### src/common/rwpf_pkg.sv
package rwpf_pkg;

   // ************************************************************
   // Filter control fields
   // ************************************************************
   localparam int unsigned RWPF_CTL_HASH_EN = 15;
   localparam int unsigned RWPF_CTL_WAKE_EN = 14;
   localparam int unsigned RWPF_CTL_INVERT = 12;
   localparam int unsigned RWPF_CTL_MODE_HI = 11;
   localparam int unsigned RWPF_CTL_MODE_LO = 8;
   localparam int unsigned RWPF_CTL_CRC_EN = 6;
   localparam int unsigned RWPF_CTL_RUNT_EN = 4;
   localparam int unsigned RWPF_CTL_UCAST_EN = 3;
   localparam int unsigned RWPF_CTL_OTHER_EN = 2;
   localparam int unsigned RWPF_CTL_GROUP_EN = 1;
   localparam int unsigned RWPF_CTL_BCAST_EN = 0;
   localparam int unsigned RWPF_MAC1_PASS_ALL = 1;

   // ************************************************************
   // Pattern filter modes
   // ************************************************************
   localparam logic [3:0] RWPF_MODE_PATTERN = 4'h1;
   localparam logic [3:0] RWPF_MODE_OWN = 4'h2;
   localparam logic [3:0] RWPF_MODE_OTHER = 4'h3;
   localparam logic [3:0] RWPF_MODE_GROUP = 4'h4;
   localparam logic [3:0] RWPF_MODE_BCAST = 4'h5;
   localparam logic [3:0] RWPF_MODE_HASH = 4'h6;
   localparam logic [3:0] RWPF_MODE_WAKE = 4'h7;

   // ************************************************************
   // Sizes, counts and reset values
   // ************************************************************
   localparam logic [15:0] RWPF_WIN_BYTES = 16'h0040;
   localparam logic [15:0] RWPF_MIN_FRAME = 16'h0040;
   localparam logic [15:0] RWPF_ADDR_BYTES = 16'h0006;
   localparam logic [2:0] RWPF_SYNC_BYTES = 3'h6;
   localparam logic [6:0] RWPF_WAKE_LAST = 7'h5f;
   localparam logic [7:0] RWPF_CNT_RESET = 8'h00;
   localparam logic [7:0] RWPF_CNT_MAX = 8'hff;
   localparam logic [47:0] RWPF_BCAST_ADDR = 48'hffff_ffff_ffff;
   localparam logic [31:0] RWPF_CRC_POLY = 32'h04c1_1db7;
   localparam logic [31:0] RWPF_CRC_INIT = 32'hffff_ffff;
   localparam int unsigned RWPF_HASH_HI = 28;
   localparam int unsigned RWPF_HASH_LO = 23;

   // ************************************************************
   // Types
   // ************************************************************
   typedef enum logic [2:0] {
      RWPF_ST_IDLE = 3'b001,
      RWPF_ST_RECV = 3'b010,
      RWPF_ST_DECIDE = 3'b100
   } rwpf_state_e;

   typedef struct packed {
      logic valid;
      logic first;
      logic last;
      logic crc_ok;
      logic [7:0] data;
   } rwpf_byte_s;

   typedef struct packed {
      logic accept;
      logic discard;
   } rwpf_verdict_s;

   // ************************************************************
   // Arithmetic
   // ************************************************************
   // Ones-complement add with end-around carry
   function automatic logic [15:0] rwpf_ones_add(logic [15:0] a,
                                                logic [15:0] b);
      logic [16:0] s;
      s = {1'b0, a} + {1'b0, b};
      return s[15:0] + {15'h0000, s[16]};
   endfunction : rwpf_ones_add

   // CRC-32 over one byte, least significant bit first
   function automatic logic [31:0] rwpf_crc_byte(logic [31:0] c,
                                                logic [7:0] d);
      logic fb;
      fb = 1'b0;
      for (int i = 0; i < 8; i++) begin
         fb = c[31] ^ d[i];
         c = {c[30:0], 1'b0} ^ (fb ? RWPF_CRC_POLY : 32'h0000_0000);
      end
      return c;
   endfunction : rwpf_crc_byte

endpackage : rwpf_pkg

### src/rtl/rwpf_wakeup_det.sv
`timescale 1ns/1ps
module rwpf_wakeup_det (
   // Clock and reset
   input wire logic clk,
   input wire logic rst_b,
   // Received byte stream
   input wire rwpf_pkg::rwpf_byte_s rx_byte,
   // Station address, first byte in bits 47:40
   input wire logic [47:0] local_station_address,
   // Pattern seen in the current frame
   output logic found_q
);
   import rwpf_pkg::*;

   logic [2:0] ff_run_q, ff_run_d;
   logic [6:0] pos_q, pos_d;
   logic found_d;
   logic [2:0] run_base;
   logic [6:0] pos_base;
   logic [7:0] exp_byte;
   logic [2:0] sel;

   // ************************************************************
   // Scanner next state
   // ************************************************************
   always_comb begin
      run_base = rx_byte.first ? 3'h0 : ff_run_q;
      pos_base = rx_byte.first ? 7'h00 : pos_q;
      ff_run_d = ff_run_q;
      pos_d = pos_q;
      found_d = rx_byte.first ? 1'b0 : found_q;
      sel = 3'(pos_base % 7'h06);
      exp_byte = local_station_address[8'(47 - 8 * sel) -: 8];
      if (rx_byte.valid) begin
         ff_run_d = (rx_byte.data == 8'hff) ?
            ((run_base == RWPF_SYNC_BYTES) ? run_base : run_base + 3'h1)
            : 3'h0;
         if (pos_base != 7'h00 && rx_byte.data == exp_byte) begin
            pos_d = pos_base + 7'h01;
         end else if (run_base == RWPF_SYNC_BYTES &&
                      rx_byte.data == local_station_address[47:40]) begin
            pos_d = 7'h01;
         end else begin
            pos_d = 7'h00;
         end
         if (pos_base == RWPF_WAKE_LAST && rx_byte.data == exp_byte) begin
            found_d = 1'b1;
         end
      end
   end

   // Registers
   always_ff @(posedge clk) begin
      if (!rst_b) begin
         ff_run_q <= 3'h0;
         pos_q <= 7'h00;
         found_q <= 1'b0;
      end else begin
         ff_run_q <= ff_run_d;
         pos_q <= pos_d;
         found_q <= found_d;
      end
   end

endmodule : rwpf_wakeup_det

### src/rtl/rwpf_top.sv
`timescale 1ns/1ps
module rwpf_top (
   // Clock and reset
   input wire logic clk,
   input wire logic rst_b,
   // Receive byte stream from the MAC
   input wire rwpf_pkg::rwpf_byte_s rx_byte,
   // Filter configuration
   input wire logic [15:0] rx_filter_control,
   input wire logic [15:0] mac_control_one,
   input wire logic [15:0] pattern_window_offset,
   input wire logic [63:0] pattern_byte_mask,
   input wire logic [15:0] pattern_expected_checksum,
   input wire logic [63:0] hash_table,
   input wire logic [47:0] local_station_address,
   // Receive buffer state
   input wire logic [15:0] rx_buffer_free,
   input wire logic packet_consumed,
   // Results
   output rwpf_pkg::rwpf_verdict_s verdict_q,
   output logic [7:0] pending_packet_count_q
);
   import rwpf_pkg::*;

   rwpf_state_e state_q, state_d;
   logic [15:0] len_q, len_d;
   logic [47:0] da_q, da_d;
   logic [31:0] crc_q, crc_d;
   logic [15:0] sum_q, sum_d;
   logic [7:0] hi_q, hi_d;
   logic hi_pend_q, hi_pend_d;
   logic crc_ok_q, crc_ok_d;
   rwpf_verdict_s verdict_d;
   logic [7:0] pending_packet_count_d;
   logic wake_found;

   logic [15:0] idx, len_base, sum_base, off, rel;
   logic hi_pend_base, in_win;
   logic [47:0] da_base;
   logic [31:0] crc_base;

   logic [15:0] final_sum, csum;
   logic [3:0] mode;
   logic pass_all, pat_res, pat_ok, win_full;
   logic own, group, bcast, other, hash_hit, rej, acc;

   // ************************************************************
   // Wake-up scanner
   // ************************************************************
   rwpf_wakeup_det u_wake (
      .clk(clk),
      .rst_b(rst_b),
      .rx_byte(rx_byte),
      .local_station_address(local_station_address),
      .found_q(wake_found)
   );

   // ************************************************************
   // Per-byte collection
   // ************************************************************
   always_comb begin
      len_base = rx_byte.first ? 16'h0000 : len_q;
      da_base = rx_byte.first ? 48'h0 : da_q;
      crc_base = rx_byte.first ? RWPF_CRC_INIT : crc_q;
      sum_base = rx_byte.first ? 16'h0000 : sum_q;
      hi_pend_base = rx_byte.first ? 1'b0 : hi_pend_q;
      idx = len_base;
      // offset counts from DA byte zero
      off = {10'h000, pattern_window_offset[5:0]};
      rel = idx - off;
      in_win = (idx >= off) && (idx < off + RWPF_WIN_BYTES);
      state_d = state_q;
      len_d = len_q;
      da_d = da_q;
      crc_d = crc_q;
      sum_d = sum_q;
      hi_d = hi_q;
      hi_pend_d = hi_pend_q;
      crc_ok_d = crc_ok_q;
      if (state_q == RWPF_ST_DECIDE) begin
         state_d = RWPF_ST_IDLE;
      end
      if (rx_byte.valid && (rx_byte.first || state_q == RWPF_ST_RECV)) begin
         state_d = rx_byte.last ? RWPF_ST_DECIDE : RWPF_ST_RECV;
         len_d = (len_base == 16'hffff) ? len_base : len_base + 16'h0001;
         da_d = da_base;
         crc_d = crc_base;
         sum_d = sum_base;
         hi_pend_d = hi_pend_base;
         crc_ok_d = rx_byte.crc_ok;
         if (idx < RWPF_ADDR_BYTES) begin
            da_d = {da_base[39:0], rx_byte.data};
            crc_d = rwpf_crc_byte(crc_base, rx_byte.data);
         end
         if (in_win && pattern_byte_mask[rel[5:0]]) begin
            if (!hi_pend_base) begin
               hi_d = rx_byte.data;
               hi_pend_d = 1'b1;
            end else begin
               sum_d = rwpf_ones_add(sum_base, {hi_q, rx_byte.data});
               hi_pend_d = 1'b0;
            end
         end
      end
   end

   // Collection registers
   always_ff @(posedge clk) begin
      if (!rst_b) begin
         state_q <= RWPF_ST_IDLE;
         len_q <= 16'h0000;
         da_q <= 48'h0;
         crc_q <= RWPF_CRC_INIT;
         sum_q <= 16'h0000;
         hi_q <= 8'h00;
         hi_pend_q <= 1'b0;
         crc_ok_q <= 1'b0;
      end else begin
         state_q <= state_d;
         len_q <= len_d;
         da_q <= da_d;
         crc_q <= crc_d;
         sum_q <= sum_d;
         hi_q <= hi_d;
         hi_pend_q <= hi_pend_d;
         crc_ok_q <= crc_ok_d;
      end
   end

   // ************************************************************
   // Frame decision
   // ************************************************************
   always_comb begin
      mode = rx_filter_control[RWPF_CTL_MODE_HI:RWPF_CTL_MODE_LO];
      pass_all = mac_control_one[RWPF_MAC1_PASS_ALL];
      final_sum = hi_pend_q ? rwpf_ones_add(sum_q, {hi_q, 8'h00}) : sum_q;
      csum = ~final_sum;
      win_full = len_q >= off + RWPF_WIN_BYTES;
      pat_res = ((csum == pattern_expected_checksum) ^
                 rx_filter_control[RWPF_CTL_INVERT]) && win_full;
      own = da_q == local_station_address;
      group = da_q[40];
      bcast = da_q == RWPF_BCAST_ADDR;
      other = !group && !own;
      hash_hit = hash_table[crc_q[RWPF_HASH_HI:RWPF_HASH_LO]];
      case (mode)
         RWPF_MODE_PATTERN: pat_ok = pat_res;
         RWPF_MODE_OWN: pat_ok = pat_res && own;
         RWPF_MODE_OTHER: pat_ok = pat_res && other;
         RWPF_MODE_GROUP: pat_ok = pat_res && group;
         RWPF_MODE_BCAST: pat_ok = pat_res && bcast;
         RWPF_MODE_HASH: pat_ok = pat_res && hash_hit;
         RWPF_MODE_WAKE: pat_ok = pat_res && wake_found;
         default: pat_ok = 1'b0;
      endcase
      rej = (len_q > rx_buffer_free) ||
            (pending_packet_count_q == RWPF_CNT_MAX);
      rej = rej || (rx_filter_control[RWPF_CTL_CRC_EN] && !pass_all &&
                    !crc_ok_q);
      rej = rej || (rx_filter_control[RWPF_CTL_RUNT_EN] && !pass_all &&
                    len_q < RWPF_MIN_FRAME);
      acc = (rx_filter_control[RWPF_CTL_UCAST_EN] && own) ||
            (rx_filter_control[RWPF_CTL_OTHER_EN] && other) ||
            (rx_filter_control[RWPF_CTL_GROUP_EN] && group) ||
            (rx_filter_control[RWPF_CTL_BCAST_EN] && bcast) ||
            (rx_filter_control[RWPF_CTL_HASH_EN] && hash_hit);
      acc = acc || (rx_filter_control[RWPF_CTL_WAKE_EN] && wake_found);
      acc = !rej && (acc || pat_ok);
      verdict_d = '0;
      pending_packet_count_d = pending_packet_count_q;
      if (state_q == RWPF_ST_DECIDE) begin
         verdict_d.accept = acc;
         verdict_d.discard = !acc;
      end
      if (verdict_d.accept) begin
         pending_packet_count_d = pending_packet_count_d + 8'h01;
      end
      if (packet_consumed && pending_packet_count_q != RWPF_CNT_RESET) begin
         pending_packet_count_d = pending_packet_count_d - 8'h01;
      end
   end

   // Decision registers
   always_ff @(posedge clk) begin
      if (!rst_b) begin
         verdict_q <= '0;
         pending_packet_count_q <= RWPF_CNT_RESET;
      end else begin
         verdict_q <= verdict_d;
         pending_packet_count_q <= pending_packet_count_d;
      end
   end

endmodule : rwpf_top

### config.mk
export PLATFORM = sky130hd
export DESIGN_NAME = rwpf_top
export DESIGN_NICKNAME = d
export VERILOG_FILES = /design/src/common/rwpf_pkg.sv /design/src/rtl/rwpf_wakeup_det.sv /design/src/rtl/rwpf_top.sv
export SDC_FILE = /design/constraint.sdc
export NUM_CORES = 1
export LEC_CHECK = 0
export BUFFER_PORTS_ARGS = -buffer_cell sky130_fd_sc_hd__buf_4
export CORE_ASPECT_RATIO = 0.6
export CORE_MARGIN = 10
export CORE_UTILIZATION = 51
export CTS_CLUSTER_SIZE = 30
export DETAILED_ROUTE_END_ITERATION = 8
export PLACE_DENSITY = 0.78
export SLEW_MARGIN = 20
export SYNTH_ARGS = -nofsm -noshare
export SYNTH_HDL_FRONTEND = slang
export SYNTH_SLANG_ARGS = --single-unit
export TNS_END_PERCENT = 30
### constraint.sdc
create_clock -name clk -period 6.54 [get_ports clk]
set_clock_uncertainty 0.1 [all_clocks]
set_input_delay 0.981 -clock clk [delete_from_list [all_inputs] [get_ports clk]]
set_output_delay 0.981 -clock clk [all_outputs]
set_load 0.02 [all_outputs]
==> impl_results.md, run 1 <==
- Status: completed
- Register area share after synthesis: roughly 22%
- WP data arrival: around 6.5 ns
- Critical setup path kind: flip-flop to flip-flop
- Relative slew slack: 29.37%
- Final Util: between 60 and 70%
- First-pass GRT wire length: 70040 µm
- Die area: 32720 µm²
- Die height: ~140 µm
- Final worst slack: about 0.27 ns
- Largest cells by area after synthesis: dfxtp_1 22%, xnor2_1 7.3%, xor2_1 6.9%
- Worst path required time: just under 7 ns
- CTS tree: yes
- Post-synthesis cell type count: 95
- Rows: 45
- Number of synthesized flops with an enable pin: 0
- Initial Util: 51.85%
- Top_reg_cell synth: dfxtp_1
- Critical path origin: sum_q[8]$_SDFFE_PN0P_
- DRT iter0 DRCs: 1776
- Worst slack, placed: between 0.15 and 0.2 ns
- Worst skew pair latency: around 0.44 ns
- Top cell type's share of synthesized area: 22.30%
- Sw Share: 32.91%
- R2R setup slack: 0.27 ns
- Worst-Margin Slew: 1.060 ns
- Inst Count DP: roughly 2100
- 1st-pass router iterations: 7
- Core area: between 20000 and 30000 µm²
- Initial antenna violation count: 0
- DR WL/cell: about 21 µm
- Number of fillers in the final layout: about 2200
- DRC errors left: 0
- Final hold vios: 0
- Seq pwr share: between 30% and 40%
- Gpl congestion: between 0.9 and 1
- CTS sink count: approximately 150
- Ant. Diodes: 0
- Vias/cell: 6.236
- Die W: around 230 µm
- Num ports: 281
- Fmax achieved: roughly 160 MHz
- Static Leak: around 0.0067 µW
- Sw power: around 950 µW
- # Max-Cap Violations: 0
- Final Power: around 2900 µW
- Inserted Clock Buffers: 17
- RSZ-0062 raised after global routing: yes
- Port Buffers: between 200 and 300
- Internal power: between 1500 and 2000 µW
- Crit path largest cell delay: 0.56 ns
- Crit end category: flip-flop
- Final period util: a little over nine tenths
- Grt ovf: 0
- CP Cell Sequence: ha_1 -> fa_1 -> a211o_1 -> a211oi_2 -> o21bai_1 -> a21o_1 -> ha_1 -> ha_1 -> and3_1 -> a211oi_1 -> o22ai_1 -> a311oi_1 -> nand4_1 -> or4b_4 -> o2111a_2 -> or3_4 -> mux2i_2 -> ha_1 -> nand2_1 -> or4_1 -> a21oi_1 -> mux2i_1
- Reg2reg end: pending_packet_count_q[6]$_SDFF_PN0_
- Htree depth: 4
- Largest net degree at the start of global routing: 109
- Worst-path clk slew: approximately 0.06 ns
- Worst reg2reg startpoint: sum_q[8]$_SDFFE_PN0P_
- Syn_area_per_cell: 8.027 µm²
- Resized Gates After CTS: 0
- FF-to-FF path depth: 22
- # Post-CTS Setup Buffers: 0
- CP most frequent cell: ha_1
- Crit path buffers/inverters: 0
- CP max stage cell: or4b_4
- GRT Total Usage: between 20% and 30%
- Clock power share: around 33%
- Hold Path End: crc_ok_q$_SDFFE_PN0P_
- Routed Antenna Nets: 0
- Crit path max fanout: 8
- Yosys reg bits: around 150
- Net count, final: about 2200
- Max-slew violation count: 0
- Hpwl dp: 35090 µm
- Hold crit path type: flip-flop to flip-flop
- Total Wirelength: approximately 45000 µm
- Number of global-route vias before repair: ~13000
- Syn Nets: roughly 2000
- Setup violators final: 0
- Via Count: 13490
- Share of cells above drive strength 1: between 20% and 30%
- Post-CTS Hold Buffers: 0
- Worst Hold Launch: crc_ok_q$_SDFFE_PN0P_
- Gate power share: 31.5%
- Area leader, netlist: dfxtp_1
- VDD IR max: roughly 0.00017 V
- Power Dens Cells: about 180 nW/µm²
- Cell Area, Synth: about 13000 µm²
- Crit start category: flip-flop
- Synth warn: 0
- CTS max path bufs: 2
- Tmin final: 6.266 ns
- Cells after Synth: roughly 1600
- Root buf cell: clkbuf_16
- Crit-path leading delay family: simple AND/OR/NAND/NOR gates
- Area Growth Syn to Fin: 20.24%
- Hold Path Cell Cnt: 2
- Layout Cells excl Fill: ~2200
- Share of synthesized flip-flops with an asynchronous set or reset: 0%
## final cells by class
cell class | instances | area (µm²) | share of cell area, %
Clock buffer | 21 | 470.5 | 2.985
Clock inverter | 8 | 81.33 | 0.5160
Inverter | 51 | 191.4 | 1.215
Multi-Input combinational cell | 1336 | 9632 | 61.11
Sequential cell | 146 | 2924 | 18.55
Tap cell | 329 | 411.6 | 2.612
Timing Repair Buffer | 273 | 2049 | 13.00
## power groups by stage
| stage | registers, µW | clock network, µW | logic, µW |
|---|---|---|---|
| 2_1_floorplan | 1010 | 0 | 610 |
| 3_3_place_gp | 1040 | 0 | 863 |
| 3_5_place_dp | 1040 | 0 | 884 |
| 4_1_cts | 1020 | 957 | 892 |
| 5_1_grt | 1030 | 991 | 980 |
| 6_report | 1020 | 946 | 908 |
## sequential cells by signal (all words and copies together), names as in the netlist
signal                  cells
hi_q                        8
sum_q                      16
pending_packet_count_q      8
crc_ok_q                    1
len_q                      16
state_q                     3
verdict_q                   2
u_wake.found_q              1
hi_pend_q                   1
da_q                       48
u_wake.pos_q                7
crc_q                      32
u_wake.ff_run_q             3
## per-stage QoR
stage	setup TNS [ns]	area, µm²	hold slack [ns]
after detailed placement	0	15170	0.3468
after global placement	0	15170	0.3432
after CTS	0	15720	0.3554
final	0	15760	0.3567
after floorplan	0	13110	0.3367
after global routing	-0.05722	15760	0.3986
## worst reg2reg max path: cells and delay by family, from the launching register on
family / cells / cell delay, ns
flops: 1 / 0.35
mux: 2 / 0.43
simple gates: 6 / 2.04
fa+ha+maj: 5 / 1.35
compound gates: 9 / 1.94
## how the worst max path moves through the flow
| stage | endpoint | slack (ns) | cells past startpoint |
|---|---|---|---|
| after floorplan | sum_q[14]$_SDFFE_PN0P_ | 0.05 | 28 |
| after global placement | pending_packet_count_q[6]$_SDFF_PN0_ | 0.30 | 22 |
| after detailed placement | pending_packet_count_q[6]$_SDFF_PN0_ | 0.16 | 22 |
| after CTS | pending_packet_count_q[6]$_SDFF_PN0_ | 0.11 | 22 |
| after global routing | pending_packet_count_q[6]$_SDFF_PN0_ | -0.06 | 22 |
| final | pending_packet_count_q[6]$_SDFF_PN0_ | 0.27 | 22 |
## cell usage after synthesis, types with 7 or more instances
cell / n
o22ai_1: 10
o21ai_0: 40
and3_1: 20
o21bai_1: 7
buf_1: 8
o31ai_1: 8
nor2b_1: 29
dfxtp_1: 146
xor2_1: 103
a311oi_1: 7
nor4_1: 28
nand4_1: 34
nor2_1: 124
mux4_2: 37
nand3_1: 90
nor3b_1: 7
buf_2: 11
and2_1: 18
or3_1: 10
a21o_1: 21
a21oi_1: 97
a211oi_1: 17
nand2_1: 179
xnor2_1: 109
nor3_1: 36
inv_1: 51
or4_1: 9
or2_2: 10
nand2b_1: 16
o211ai_1: 39
ha_1: 68
clkbuf_1: 73
a22oi_1: 16
mux2i_1: 32
## cells by family (layout without fill, tap and decap cells)
family / after synthesis / after routing / synth area share (%)
AOI/OAI and AO/OA: 334 / 334 / 17.61
xor gates and xnor gates: 212 / 212 / 14.17
adders and majority gates: 71 / 71 / 6.949
buffers and inverters: 151 / 353 / 4.658
DFF: 146 / 146 / 22.30
muxes: 76 / 76 / 9.431
and+or+nand+nor: 643 / 643 / 24.89
## routing by layer
layer  vias up  wire length (µm)  GRT usage (%)
met3        85              4473          6.006
met4         0               983          7.507
met2       719             20110          41.69
met1      6390             19510          37.16
met5         -                 0              0
li1       6300                 -              -
## placed cells by master (no fill, tap or decap), types with 31 or more instances in the layout
master and count:
o21ai_0 39, ha_1 67, nor2_1 123, a21oi_1 97, nand3_1 90, nand4_1 34, buf_4 273, xor2_1 103
dfxtp_1 145, nor3_1 36, mux4_2 37, xnor2_1 108, mux2i_1 31, o211ai_1 39, inv_1 49, nand2_1 179
Power figures use the tool's default switching activity.
==> run 2, diff against run 1 <==
--- a/config.mk
+++ b/config.mk
@@ -6,12 +6,14 @@
 export NUM_CORES = 1
 export LEC_CHECK = 0
 export BUFFER_PORTS_ARGS = -buffer_cell sky130_fd_sc_hd__buf_4
+export CELL_PAD_IN_SITES_DETAIL_PLACEMENT = 1
+export CELL_PAD_IN_SITES_GLOBAL_PLACEMENT = 1
 export CORE_ASPECT_RATIO = 0.6
 export CORE_MARGIN = 10
-export CORE_UTILIZATION = 51
+export CORE_UTILIZATION = 37
 export CTS_CLUSTER_SIZE = 30
 export DETAILED_ROUTE_END_ITERATION = 8
-export PLACE_DENSITY = 0.78
+export PLACE_DENSITY_LB_ADDON = 0.1
 export SLEW_MARGIN = 20
 export SYNTH_ARGS = -nofsm -noshare
 export SYNTH_HDL_FRONTEND = slang
==> impl_results.md, run 2 (synthesis gave the netlist of run 1 again) <==
- RSZ-0062 raised after global routing: yes
- Crit path buffers/inverters: 0
- Core area: 34950 µm²
- Critical setup path kind: flip-flop to flip-flop
- Share of cells above drive strength 1: roughly 22%
- Most frequent cells in the layout: 285 x buf_4, 179 x nand2_1, 146 x dfxtp_1
- Routed Antenna Nets: 0
- Register Area: approximately 2900 µm²
- Worst skew pair latency: 0.45 ns
- Status: completed
- Max reg flops: 48
- Initial Util: between 30 and 40%
- CP most frequent cell: ha_1
- Crit start category: flip-flop
- CP max stage cell: or4b_4
- Hold crit path type: flip-flop to flip-flop
- DRT iter0 DRCs: just over 900
- Crit path largest cell delay: between 0.5 and 0.6 ns
- Largest net degree at the start of global routing: 62
- Root buf cell: clkbuf_16
- Rows: 53
- Relative slew slack: approximately a third
- WHS: ~0.38 ns
- CTS sink count: roughly 150
- Die area: between 40000 and 50000 µm²
- DR WL/cell: about 22 µm
- Final hold vios: 0
- Hpwl dp: 40380 µm
- Htree depth: 4
- Crit path max fanout: 5
- Total Wirelength: ~51000 µm
- Worst-Margin Slew: 1.021 ns
- 1st-pass router iterations: 5
- Setup violators final: 0
- VDD IR max: approximately 0.00019 V
- Vias/cell: about 5.7
- Largest register by flop count: da_q
- Inserted Clock Buffers: 17
- # Max-Cap Violations: 0
- Die height: around 170 µm
- Grt ovf: 0
- Initial antenna violation count: 2
- Tmin final: 6.175 ns
- Crit end category: flip-flop
- Final period util: roughly 94%
- Power Dens Cells: 183.6 nW/µm²
- Post-Place Cell Area: approximately 15000 µm²
- First-pass GRT wire length: ~80000 µm
- Fmax achieved: ~160 MHz
- Crit-path leading delay family: simple AND/OR/NAND/NOR gates
- Post-CTS Hold Buffers: 0
- Num ports: around 280
- Multi-input gate area: between 9000 and 10000 µm²
- GRT Total Usage: between 20% and 30%
- Via Count: 13280
- Most common cell after layout, fill and taps aside: buf_4
- Number of global-route vias before repair: ~13000
- CTS tree: yes
- Largest registers: da_q: 48 flops, crc_q: 32 flops
- Worst path required time: just under 7 ns
- DRC errors left: 0
- Worst-path clk slew: 0.07 ns
- Area Growth Syn to Fin: 22.44%
- Gpl congestion: between 0.9 and 1
- Max-slew violation count: 0
- Port Buffers: 252
- Die W: roughly 260 µm
- CTS max path bufs: 2
- Post-layout instance area: roughly 16000 µm²
- Net count, final: around 2200
- Static Leak: a little under 0.007 µW
- WP data arrival: about 6.5 ns
- CP Cell Sequence: ha_1 -> fa_1 -> a211o_1 -> a211oi_2 -> o21bai_1 -> a21o_1 -> ha_1 -> ha_1 -> xor2_1 -> nand2_1 -> a21oi_1 -> nand4_1 -> a311oi_1 -> nand4_1 -> or4b_4 -> o2111a_2 -> or3_4 -> mux2i_2 -> ha_1 -> nand2_1 -> or4_1 -> a21oi_2 -> mux2i_1
- Number of fillers in the final layout: 4198
## run 2: cell count changes in the layout (fill, tap and decap cells not counted), sizes merged
cell / previous run / this run
diode: 0 / 2
clkinv: 5 / 7
clkbuf: 21 / 18
bufinv: 1 / 2
buf: 273 / 285
clkinvlp: 2 / 5
## run 2: what timing repair did
item	4_1_cts	5_1_grt
setup endpoints to repair	0	11
buffers inserted	0	2
resized for setup	0	8
## run 2: final cells by class
cell class	instances	share of cell area [%]
inverter	51	1.201
antenna	2	0.03118
tap	467	3.641
clock buffer	18	2.674
multi-input combinational	1336	60.04
sequential	146	18.21
timing repair buffer	285	13.33
clock inverter	14	0.8732
## run 2: power by group
| part | switching [µW] | internal (µW) | total, µW |
|---|---|---|---|
| Clock | 432 | 558 | 990 |
| Combinational | 475 | 455 | 930 |
| Sequential | 90.7 | 937 | 1030 |
## run 2: layer usage
| metal | track usage [%] | vias to the layer above | share of wire [%] |
|---|---|---|---|
| li1 | - | 6320 | - |
| met1 | 32.04 | 6684 | 49 |
| met2 | 36.32 | 247 | 46 |
| met3 | 3.112 | 33 | 3.9 |
| met4 | 4.781 | 0 | 1.1 |
| met5 | 0 | - | 0 |
## run 2: metrics by stage
stage	setup TNS [ns]	worst slack (ns)	utilization (%)	power (µW)	cells
6_report	0	0.3648	45.92	2947	2319
5_1_grt	-0.04066	-0.02103	45.92	3098	2319
4_1_cts	0	0.1319	45.74	2960	2315
3_5_place_dp	0	0.01558	44.12	1963	2283
3_3_place_gp	0	0.1638	44.12	1938	2283
2_1_floorplan	0	0.05230	-	1622	1633
## run 2: final timing paths
path                         startpoint                              endpoint  slack, ns  cells after the start
setup / recovery  sum_q[8]$_SDFFE_PN0P_  pending_packet_count_q[6]$_SDFF_PN0_       0.36                     23
hold / removal    crc_q[0]$_SDFFE_PN1P_                 crc_q[0]$_SDFFE_PN1P_       0.38                      2
setup reg to reg  sum_q[8]$_SDFFE_PN0P_  pending_packet_count_q[6]$_SDFF_PN0_       0.36                     23
hold reg to reg   crc_q[0]$_SDFFE_PN1P_                 crc_q[0]$_SDFFE_PN1P_       0.38                      2
## run 2: worst reg2reg max path, stage by stage, from the launching register on
cell and delay [ns]:
dfxtp_1 0.34, ha_1 0.24, fa_1 0.44, a211o_1 0.34
a211oi_2 0.27, o21bai_1 0.10, a21o_1 0.21, ha_1 0.21
ha_1 0.29, xor2_1 0.15, nand2_1 0.07, a21oi_1 0.15
nand4_1 0.12, a311oi_1 0.26, nand4_1 0.15, or4b_4 0.56
o2111a_2 0.30, or3_4 0.45, mux2i_2 0.22, ha_1 0.17
nand2_1 0.07, or4_1 0.52, a21oi_2 0.18, mux2i_1 0.21
